$ cat src/rtl/aosd_pkg.sv
// Shared constants and types for the analog output block
package aosd_pkg;
  // Range codes
  localparam logic [7:0] RANGE_WIDE = 8'h10;
  localparam logic [7:0] RANGE_NARR = 8'h20;
  localparam logic [7:0] RANGE_OFF  = 8'hff;
  // Accepted maximum and nominal words
  localparam logic [15:0] WIDE_MAX = 16'h7eff;
  localparam logic [15:0] WIDE_NOM = 16'h6c00;
  localparam logic [15:0] NARR_MAX = 16'h5000;
  localparam logic [15:0] NARR_NOM = 16'h4000;
  // DAC full scale is 12.5 V; gain is 2^16*3276/nominal
  localparam int          DAC_W    = 12;
  localparam logic [15:0] WIDE_GAIN = 16'h1e55;
  localparam logic [15:0] NARR_GAIN = 16'h3330;
  localparam int          GAIN_SH   = 16;
  // Microsecond tick from the 10 MHz clock
  localparam int          CLK_HZ    = 10_000_000;
  localparam int          TICK_HZ   = 1_000_000;
  localparam int          US_CYC    = CLK_HZ / TICK_HZ;
  localparam logic [3:0]  US_LAST   = 4'(US_CYC - 1);
  // Record layout
  localparam int          REC_LEN   = 20;
  localparam logic [4:0]  REC_LAST  = 5'h13;
  localparam logic [4:0]  HEAD_LAST = 5'h03;
  localparam int          B_SUM     = 0;
  localparam int          B_CLASS   = 1;
  localparam int          B_SPARE   = 2;
  localparam int          B_INT     = 3;
  localparam int          B_KIND    = 4;
  localparam int          B_NBIT    = 5;
  localparam int          B_NCH     = 6;
  localparam int          B_GRP     = 7;
  localparam int          B_CH0     = 8;
  localparam int          B_STAMP   = 16;
  localparam logic [4:0]  STAMP_IDX = 5'h10;
  // Constant record bytes
  localparam logic [7:0]  CLASS_VAL = 8'h15;
  localparam logic [7:0]  KIND_VAL  = 8'h73;
  localparam logic [7:0]  NBIT_VAL  = 8'h08;
  localparam logic [7:0]  NCH_VAL   = 8'h02;
  // Summary byte bits
  localparam int SUM_MOD = 0;
  localparam int SUM_INT = 1;
  localparam int SUM_EXT = 2;
  localparam int SUM_CH  = 3;
  localparam int SUM_AUX = 4;
  localparam int SUM_PAR = 7;
  // Internal byte and channel byte bits
  localparam int INT_OVF = 3;
  localparam int INT_COM = 4;
  localparam int CH_PAR  = 0;
  localparam int CH_SHT  = 3;
  // Read selectors
  localparam logic [15:0] SET_FULL  = 16'h0001;
  localparam logic [15:0] SET_HEAD  = 16'h0000;
  localparam logic [15:0] IDX_FULL  = 16'h2f01;
  localparam logic [15:0] IDX_HEAD  = 16'h2f00;
  localparam logic [15:0] IDX_BYTE  = 16'h5005;
  localparam logic [7:0]  SUB_FIRST = 8'h02;
  localparam logic [7:0]  SUB_LAST  = 8'h11;
  localparam logic [7:0]  SUB_STAMP = 8'h13;

  typedef enum logic {
    AOSD_ACC_SET,
    AOSD_ACC_INDEX
  } aosd_access_type;

  typedef struct packed {
    aosd_access_type access;
    logic [15:0]     sel;
    logic [7:0]      sub;
    logic [4:0]      offset;
  } aosd_rd_req_type;

  typedef struct packed {
    logic [7:0] data;
    logic       err;
  } aosd_rd_rsp_type;
endpackage : aosd_pkg

$ cat src/rtl/aosd_top.sv
// Two-channel voltage output scaling and diagnostic record
//
// Contract
// - Per-channel range code; FFh disables channel
// - Code 10h: 27648 is 10 V, max 32511
// - Code 20h: 16384 is 10 V, max 20480
// - Negative words clamp to zero volts
// - No interrupt; record read only on request
// - Channel error lights LED, enters record
// - Report parameter errors; shorts only if enabled
// - Record set 01h full, 00h four bytes
// - Index 2F01h full, 2F00h head, 5005h bytes
// - Error bytes read zero without errors
// - Bits-per-channel 08h, channel kind 73h
// - Channel count byte reads two
// - Summary byte fault bits, bits 6:5 zero
// - Module class byte reads 15h
// - Internal byte: overflow bit3, comm bit4
// - Group byte: bit per channel, rest zero
// - Channel byte: parameter bit0, short bit3
// - Free 32-bit microsecond counter from zero
`timescale 1ns/100ps
`default_nettype none

module aosd_top (
  // Clock and reset
  input  wire logic                  clk_i,
  input  wire logic                  rst_i,
  // Channel configuration from parameters
  input  wire logic [7:0]            range_code0_i,
  input  wire logic [7:0]            range_code1_i,
  input  wire logic [1:0]            short_en_i,
  // Output words, signed
  input  wire logic [15:0]           out_word0_i,
  input  wire logic [15:0]           out_word1_i,
  // Fault pins from the analog stage
  input  wire logic [1:0]            short_i,
  input  wire logic                  aux_miss_i,
  input  wire logic                  buf_ovf_i,
  input  wire logic                  comm_err_i,
  // Converter side
  output logic [aosd_pkg::DAC_W-1:0] dac_code0_o,
  output logic [aosd_pkg::DAC_W-1:0] dac_code1_o,
  output logic [1:0]                 dac_en_o,
  // Error LEDs
  output logic [1:0]                 ch_led_o,
  // Record read port
  input  wire logic                  rd_req_i,
  input  wire aosd_pkg::aosd_rd_req_type rd_cmd_i,
  input  wire logic                  rd_session_i,
  output logic                       rd_valid_o,
  output aosd_pkg::aosd_rd_rsp_type  rd_rsp_o
);

  // Fault pins come from the analog stage on their own timing, so each
  // one passes two flip-flops before any decode reads it. This costs two
  // cycles of latency on every fault bit, which is far below the
  // microsecond resolution of the timestamp.
  // Synchroniser stages for the fault pins
  logic [4:0] pin_meta_q;
  logic [4:0] pin_sync_q;
  wire  [4:0] pin_raw = {comm_err_i, buf_ovf_i, aux_miss_i, short_i};

  // Both stages: first feeds only the second
  always_ff @(posedge clk_i) begin
    if (rst_i) begin
      pin_meta_q <= 5'h00;
      pin_sync_q <= 5'h00;
    end else begin
      pin_meta_q <= pin_raw;
      pin_sync_q <= pin_meta_q;
    end
  end

  // Synchronised fault levels
  wire [1:0] short_s   = pin_sync_q[1:0];
  wire       aux_s     = pin_sync_q[2];
  wire       ovf_s     = pin_sync_q[3];
  wire       com_s     = pin_sync_q[4];

  // Range code checks per channel
  wire [7:0] code [2];
  assign code[0] = range_code0_i;
  assign code[1] = range_code1_i;

  wire [15:0] word [2];
  assign word[0] = out_word0_i;
  assign word[1] = out_word1_i;

  // Converter width, local copy for part-selects below
  localparam int DAC_W_L = aosd_pkg::DAC_W;

  // Scaled code per channel, computed combinationally
  // The product is cut to the converter width on purpose; the gain is
  // chosen so that the accepted ceiling never overflows twelve bits.
  logic [DAC_W_L-1:0] scaled [2];

  logic [1:0] ch_on;
  logic [1:0] par_err;

  // Scaling: clamp, then multiply by gain
  always_comb begin
    logic [15:0] lim;
    logic [15:0] gain;
    logic [15:0] clip;
    logic [31:0] prod;
    lim  = 16'h0000;
    gain = 16'h0000;
    clip = 16'h0000;
    prod = 32'h0000_0000;
    for (int c = 0; c < 2; c++) begin
      ch_on[c]   = 1'b1;
      par_err[c] = 1'b0;
      // Select format by code
      unique case (code[c])
        aosd_pkg::RANGE_WIDE: begin
          lim  = aosd_pkg::WIDE_MAX;
          gain = aosd_pkg::WIDE_GAIN;
        end
        aosd_pkg::RANGE_NARR: begin
          lim  = aosd_pkg::NARR_MAX;
          gain = aosd_pkg::NARR_GAIN;
        end
        aosd_pkg::RANGE_OFF: begin
          // Channel fully off, no error
          lim   = 16'h0000;
          gain  = 16'h0000;
          ch_on[c] = 1'b0;
        end
        default: begin
          // Unknown code is a parameter error
          lim        = 16'h0000;
          gain       = 16'h0000;
          ch_on[c]   = 1'b0;
          par_err[c] = 1'b1;
        end
      endcase
      // Negative words give zero volts
      if (word[c][15]) begin
        clip = 16'h0000;
      end else if (word[c] > lim) begin
        // Above overrange: hold at limit
        clip = lim;
      end else begin
        clip = word[c];
      end
      prod      = clip * gain;
      scaled[c] = prod[aosd_pkg::GAIN_SH +: DAC_W_L];
    end
  end

  // Converter outputs are registered
  always_ff @(posedge clk_i) begin
    if (rst_i) begin
      dac_code0_o <= '0;
      dac_code1_o <= '0;
      dac_en_o    <= 2'b00;
    end else begin
      dac_code0_o <= scaled[0];
      dac_code1_o <= scaled[1];
      dac_en_o    <= ch_on;
    end
  end

  // Fault bits are live levels, not sticky: a fault that goes away also
  // leaves the record. The coupler must read while the fault stands.
  // Channel fault bytes; shorts only when enabled
  wire [1:0] short_rep = short_s & short_en_i;
  logic [7:0] ch_byte [2];

  always_comb begin
    for (int c = 0; c < 2; c++) begin
      ch_byte[c]                   = 8'h00;
      ch_byte[c][aosd_pkg::CH_PAR] = par_err[c];
      ch_byte[c][aosd_pkg::CH_SHT] = short_rep[c];
    end
  end

  // Group byte: one bit per channel
  wire [1:0] grp_bits = {|ch_byte[1], |ch_byte[0]};
  wire [7:0] grp_byte = {6'h00, grp_bits};

  // Internal fault byte
  logic [7:0] int_byte;
  always_comb begin
    int_byte                    = 8'h00;
    int_byte[aosd_pkg::INT_OVF] = ovf_s;
    int_byte[aosd_pkg::INT_COM] = com_s;
  end

  // Summary byte
  logic [7:0] sum_byte;
  always_comb begin
    sum_byte                    = 8'h00;
    sum_byte[aosd_pkg::SUM_INT] = |int_byte;
    sum_byte[aosd_pkg::SUM_EXT] = aux_s | (|short_rep);
    sum_byte[aosd_pkg::SUM_CH]  = |grp_bits;
    sum_byte[aosd_pkg::SUM_AUX] = aux_s;
    sum_byte[aosd_pkg::SUM_PAR] = |par_err;
    sum_byte[aosd_pkg::SUM_MOD] = |sum_byte[7:1];
  end

  // Error LEDs, registered
  always_ff @(posedge clk_i) begin
    if (rst_i) begin
      ch_led_o <= 2'b00;
    end else begin
      ch_led_o <= grp_bits;
    end
  end

  // The prescaler divides the system clock down to one pulse each
  // microsecond; the counter only moves on that pulse, so one clock
  // drives everything and no second domain appears.
  // Microsecond prescaler and counter
  logic [3:0]  pre_q;
  logic [31:0] us_q;
  wire         us_tick = (pre_q == aosd_pkg::US_LAST);

  // Counter wraps naturally at 2^32
  always_ff @(posedge clk_i) begin
    if (rst_i) begin
      pre_q <= 4'h0;
      us_q  <= 32'h0000_0000;
    end else begin
      pre_q <= us_tick ? 4'h0 : pre_q + 4'h1;
      if (us_tick) begin
        us_q <= us_q + 32'h0000_0001;
      end
    end
  end

  // An event is any record fault bit rising. Bits that fall are not
  // events, so clearing a fault keeps the stamp of the last onset.
  // Event detection on newly set fault bits
  wire [23:0] flags = {sum_byte, int_byte, ch_byte[1]};
  wire [31:0] all_f = {flags, ch_byte[0]};
  logic [31:0] prev_f_q;
  wire         new_ev = |(all_f & ~prev_f_q);

  // Timestamp and a pending event held off by a read
  logic [31:0] stamp_q;
  logic        pend_q;

  // A session freezes the stamp; the event waits
  always_ff @(posedge clk_i) begin
    if (rst_i) begin
      prev_f_q <= 32'h0000_0000;
      stamp_q  <= 32'h0000_0000;
      pend_q   <= 1'b0;
    end else begin
      prev_f_q <= all_f;
      if (rd_session_i) begin
        // Keep stamp stable, remember event
        pend_q <= pend_q | new_ev;
      end else if (new_ev || pend_q) begin
        stamp_q <= us_q;
        pend_q  <= 1'b0;
      end
    end
  end

  // The record is built combinationally from live bytes and the held
  // stamp; reads pick one byte of it, so no copy of the record is kept.
  // Record image as bytes
  logic [7:0] rec [aosd_pkg::REC_LEN];
  always_comb begin
    for (int b = 0; b < aosd_pkg::REC_LEN; b++) begin
      rec[b] = 8'h00;
    end
    rec[aosd_pkg::B_SUM]   = sum_byte;
    rec[aosd_pkg::B_CLASS] = aosd_pkg::CLASS_VAL;
    rec[aosd_pkg::B_SPARE] = 8'h00;
    rec[aosd_pkg::B_INT]   = int_byte;
    rec[aosd_pkg::B_KIND]  = aosd_pkg::KIND_VAL;
    rec[aosd_pkg::B_NBIT]  = aosd_pkg::NBIT_VAL;
    rec[aosd_pkg::B_NCH]   = aosd_pkg::NCH_VAL;
    rec[aosd_pkg::B_GRP]   = grp_byte;
    rec[aosd_pkg::B_CH0]   = ch_byte[0];
    rec[aosd_pkg::B_CH0+1] = ch_byte[1];
    // Stamp, low byte first
    for (int k = 0; k < 4; k++) begin
      rec[aosd_pkg::B_STAMP+k] = stamp_q[8*k +: 8];
    end
  end

  // Request decode
  wire is_set = (rd_cmd_i.access == aosd_pkg::AOSD_ACC_SET);
  wire is_idx = (rd_cmd_i.access == aosd_pkg::AOSD_ACC_INDEX);
  wire [15:0] sel = rd_cmd_i.sel;
  wire [7:0]  sub = rd_cmd_i.sub;
  wire [4:0]  off = rd_cmd_i.offset;

  // Whole-record and four-byte selectors
  wire want_full = (is_set && sel == aosd_pkg::SET_FULL)
                || (is_idx && sel == aosd_pkg::IDX_FULL);
  wire want_head = (is_set && sel == aosd_pkg::SET_HEAD)
                || (is_idx && sel == aosd_pkg::IDX_HEAD);
  wire want_byte = is_idx && sel == aosd_pkg::IDX_BYTE;

  // Subindex to byte position
  wire sub_plain = (sub >= aosd_pkg::SUB_FIRST)
                && (sub <= aosd_pkg::SUB_LAST);
  wire sub_stamp = (sub == aosd_pkg::SUB_STAMP);
  wire [7:0] sub_rel = sub - aosd_pkg::SUB_FIRST;

  logic [4:0] pos;
  logic       ok;

  // Select position and legality
  always_comb begin
    pos = off;
    ok  = 1'b0;
    if (want_full) begin
      ok = (off <= aosd_pkg::REC_LAST);
    end else if (want_head) begin
      ok = (off <= aosd_pkg::HEAD_LAST);
    end else if (want_byte && sub_plain) begin
      pos = sub_rel[4:0];
      ok  = 1'b1;
    end else if (want_byte && sub_stamp) begin
      // Offset picks one stamp byte
      pos = aosd_pkg::STAMP_IDX + {3'b000, off[1:0]};
      ok  = (off <= aosd_pkg::HEAD_LAST);
    end
  end

  // Refused reads answer with zero data and the error flag set, so the
  // coupler never sees a stale byte from an earlier request.
  // Answer one cycle after the request
  always_ff @(posedge clk_i) begin
    if (rst_i) begin
      rd_valid_o    <= 1'b0;
      rd_rsp_o.data <= 8'h00;
      rd_rsp_o.err  <= 1'b0;
    end else begin
      rd_valid_o <= rd_req_i;
      if (rd_req_i) begin
        rd_rsp_o.data <= ok ? rec[pos] : 8'h00;
        rd_rsp_o.err  <= ~ok;
      end
    end
  end

endmodule : aosd_top

`default_nettype wire

$ cat config.mk
export PLATFORM = sky130hd
export DESIGN_NAME = aosd_top
export DESIGN_NICKNAME = d
export VERILOG_FILES = /design/src/rtl/aosd_pkg.sv /design/src/rtl/aosd_top.sv
export SDC_FILE = /design/constraint.sdc
export NUM_CORES = 1
export LEC_CHECK = 0
export BUFFER_PORTS_ARGS = -buffer_cell sky130_fd_sc_hd__buf_2
export CAP_MARGIN = 5
export CORE_MARGIN = 2
export CORE_UTILIZATION = 50
export CTS_CLUSTER_DIAMETER = 100
export DETAILED_ROUTE_END_ITERATION = 16
export GPL_TIMING_DRIVEN = 0
export HOLD_SLACK_MARGIN = 0.02
export PLACE_DENSITY = 0.75
export SLEW_MARGIN = 20
export SYNTH_ARGS = -nofsm -noshare
export SYNTH_HDL_FRONTEND = slang
export SYNTH_SLANG_ARGS = --single-unit
$ cat constraint.sdc
create_clock -name clk_i -period 10.51 [get_ports clk_i]
set_clock_uncertainty 0.1 [all_clocks]
set_input_delay 0.5255 -clock clk_i [delete_from_list [all_inputs] [get_ports clk_i]]
set_output_delay 0.5255 -clock clk_i [all_outputs]
set_load 0.01 [all_outputs]
==> summary.txt <==
Power
  • Switching share of total power: 0.2223
  • PnR Total Power: 0.001291 W
  • Pleak: 10.40 nW
  • Flop pwr share: 0.387
  • PwrDens: 70.22 nW/um2
  • Clock network power share: 0.522
  • Switching pwr: 0.0002869 W
  • Worst vdd ir: 105.8 uV
  • Combinational Power Share: 0.091
  • Internal: 0.001004 W

Worst setup path
  • Critical Path Source Type: primary input
  • Most common cell on crit path: fa_1
  • Crit end category: flop
  • Critical path capture point: dac_code1_o[11]
  • Critical Path Start: range_code1_i[1]
  • Crit path DAT: 10210 ps
  • Crit-path max FO: 10
  • Max stage delay on crit path: 760 ps
  • RR Endpoint: us_q[31]
  • Critical Path RT: 10710 ps
  • Worst R2R Start: pre_q[0]
  • Cell family with most CP delay: adder cells
  • Slowest CP cell: a2111oi_0
  • Crit path depth: 29
  • FF-to-FF path depth: 8
  • WS Path Type: in -> reg
  • R2r setup slk: 7620 ps
  • CP Buf/Inv Count: 5

Hold path
  • Hold Path Class: in -> reg

Die
  • Initial core utilization: 0.5075
  • Die area: 34410 um2
  • # rows: 66
  • CORE AREA: 32450 um2
  • Height of the die: 185.5 um
  • Boundary pin count: 127
  • Die Wd: 185.5 um

Logic synthesis
  • Post-Syn Nets: 2350
  • Synth top area share: 0.2601
  • Commonest register cell after synthesis: dfxtp_1
  • Post-synth EDFFs: 0
  • Syn_area_per_cell: 9.227 um2
  • Asr flop ratio synth: 0
  • Synth warn: 0
  • Syn Inst Count: 1785
  • Register area share after synthesis: 0.1568
  • Synth Register Bits: 129
  • Dominant cell type by area after synthesis: fa_1
  • Synth unique cells: 76
  • Largest cells by area after synthesis: fa_1 26%, ha_1 20%, dfxtp_1 16%, inv_1 8.2%, nor2_1 3.5%
  • Post-Syn Area: 16470 um2
  • Most numerous cell in the Yosys netlist: inv_1
  • Top cells by count, synth: 360 x inv_1, 262 x ha_1, 214 x fa_1

Placement
  • DP Wirelength: 35.51 mm
  • GPL Wtd Cong: 0.9731
  • IO buf count: 126
  • Setup WS pre-CTS: -497.9 ps
  • Cells after DPL: 2353

Detailed routing
  • Vias per cell: 5.455
  • Antenna-violating nets left: 0
  • TritonRoute pass-1 iters: 6
  • Final wirelength: 41.84 mm
  • DRT iter0 DRCs: 739
  • # DRC: 0
  • Vias: 13030
  • Wire length per cell: 17.51 um

GRT
  • Antenna violations before repair: 3
  • Largest net degree at the start of global routing: 17
  • Total grt overflow: 0
  • Vias in the first global route: 13650
  • Total GRT Usage: 0.2558
  • First-pass GRT wire length: 68.81 mm

STA
  • Fmax: 99.90 MHz
  • Final WS setup: 500.1 ps
  • Unrepaired setup endpoints after global routing: no
  • Tmin final: 10010 ps
  • TNS Setup: 0 ps
  • Max Slew Vio Count: 0
  • Fin crit share: 0.9524
  • Setup violators final: 0
  • Endpoints failing hold: 0
  • Worst slew pin tran: 978.6 ps
  • Slew HR: 0.3373

Cells and area
  • Share of cells above drive strength 1: 0.1028
  • Layout area overhead: 11.61%
  • Final cell count without fillers: 2389
  • Layout net count: 2497
  • Fillers: 2891
  • Multi-input logic area: 12450 um2
  • Storage cell area: 2582 um2

Run status
  • Outcome: finished, final reports clean

CTS
  • Clock-pin slew on the worst setup and hold paths: 60 ps
  • Clock root buffer: clkbuf_16
  • Hold-fix buffers at CTS: 0
  • Max Root-Sink Buffers: 2
  • Max H-tree Level: 4
  • Worst-Skew Late Latency: 420 ps
  • Sink Count: 129
  • CTS tree: built
  • TritonCTS Buffers: 17

Run
  • MaxCap Viol Count: 0
## metal layers
metal  global-route usage  vias up  wire (um)
li1                     -     6186          -
met1               0.3361     6356      18240
met2               0.4352      408      20270
met4              0.08127        0       1136
met3              0.03717       81       2198
met5                    0        -          0
## flip-flops by register name (all words and copies together), names as in the netlist
register / flops
stamp_q: 32
us_q: 32
dac_code0_o: 12
dac_code1_o: 12
prev_f_q: 12
rd_rsp_o: 9
pin_meta_q: 5
pin_sync_q: 5
pre_q: 4
ch_led_o: 2
dac_en_o: 2
pend_q: 1
rd_valid_o: 1
## cell type report
class | instances | share of cell area
Sequential cell | 129 | 0.1405
Timing Repair Buffer | 128 | 0.03512
Multi-Input combinational cell | 1266 | 0.6771
Clock buffer | 22 | 0.02580
Antenna cell | 2 | 0.0002723
Buffer | 30 | 0.006535
Clock inverter | 10 | 0.01110
Inverter | 360 | 0.07351
Tap cell | 442 | 0.03009
## what timing repair did
item / in CTS / in global routing
setup buffers: 0 / 2
pin swaps: 0 / 1
gates resized for setup: 3 / 7
endpoints found under the setup margin: 2 / 18
## worst min-delay path by stage
| stage | from | end | cells past startpoint |
|---|---|---|---|
| finish | short_i[0] | pin_meta_q[0] | 2 |
| detailed placement | pin_meta_q[4] | pin_sync_q[4] | 1 |
| CTS | short_i[0] | pin_meta_q[0] | 2 |
| floorplan | pin_meta_q[0] | pin_sync_q[0] | 1 |
| global route | short_i[0] | pin_meta_q[0] | 2 |
| global placement | pin_meta_q[4] | pin_sync_q[4] | 1 |
## power by group through the flow
stage | logic (W) | registers [W] | clock network [W]
2_1_floorplan | 0.0000655 | 0.000509 | 0
3_3_place_gp | 0.000112 | 0.000509 | 0
3_5_place_dp | 0.000115 | 0.000509 | 0
5_1_grt | 0.000130 | 0.000499 | 0.000701
6_report | 0.000118 | 0.000499 | 0.000674
4_1_cts | 0.000116 | 0.000499 | 0.000679
## cells by family (layout without fill, tap and decap cells)
family / Yosys count / after routing / share of synthesized area
buf+inv: 390 / 550 / 0.08934
fa+ha+maj: 477 / 477 / 0.4598
other cells: 0 / 2 / 0
simple gates: 430 / 430 / 0.1287
flops: 129 / 129 / 0.1568
xor+xnor: 54 / 54 / 0.02872
compound gates: 252 / 252 / 0.09846
mux: 53 / 53 / 0.03821
## layout by cell type (no fill, tap or decap), types with 7 or more instances in the layout
cell       netlist  layout
nand2_1         88      88
xor2_1          28      28
buf_2            6     132
or3_1           14      14
a21o_1          17      17
a31oi_1          9       8
dfxtp_1        129     129
o21ai_0         69      65
nand4_1         17      17
and3_1          29      29
a2111oi_0        9       8
nor2b_1         25      25
clkbuf_16        0      17
inv_1          360     360
a21boi_0         8       8
a21oi_1         58      58
nor2_1         152     152
clkbuf_1        22      24
nand3_1         28      27
a211oi_1        10      10
fa_1           214     214
xnor2_1         26      26
or2_2            8       8
nand2b_1        11      11
mux4_2           7       7
nor3_1          21      20
mux2i_1         40      40
ha_1           262     262
o21a_1          14      14
## per-stage QoR
step,utilization,area (um2),hold WS [ps]
2_1_floorplan,-,16470,313.8
3_3_place_gp,0.5440,17650,330.6
3_5_place_dp,0.5440,17650,324.5
4_1_cts,0.5652,18340,203.8
5_1_grt,0.5663,18380,222.3
6_report,0.5664,18380,210.1
Power figures use the tool's default switching activity.
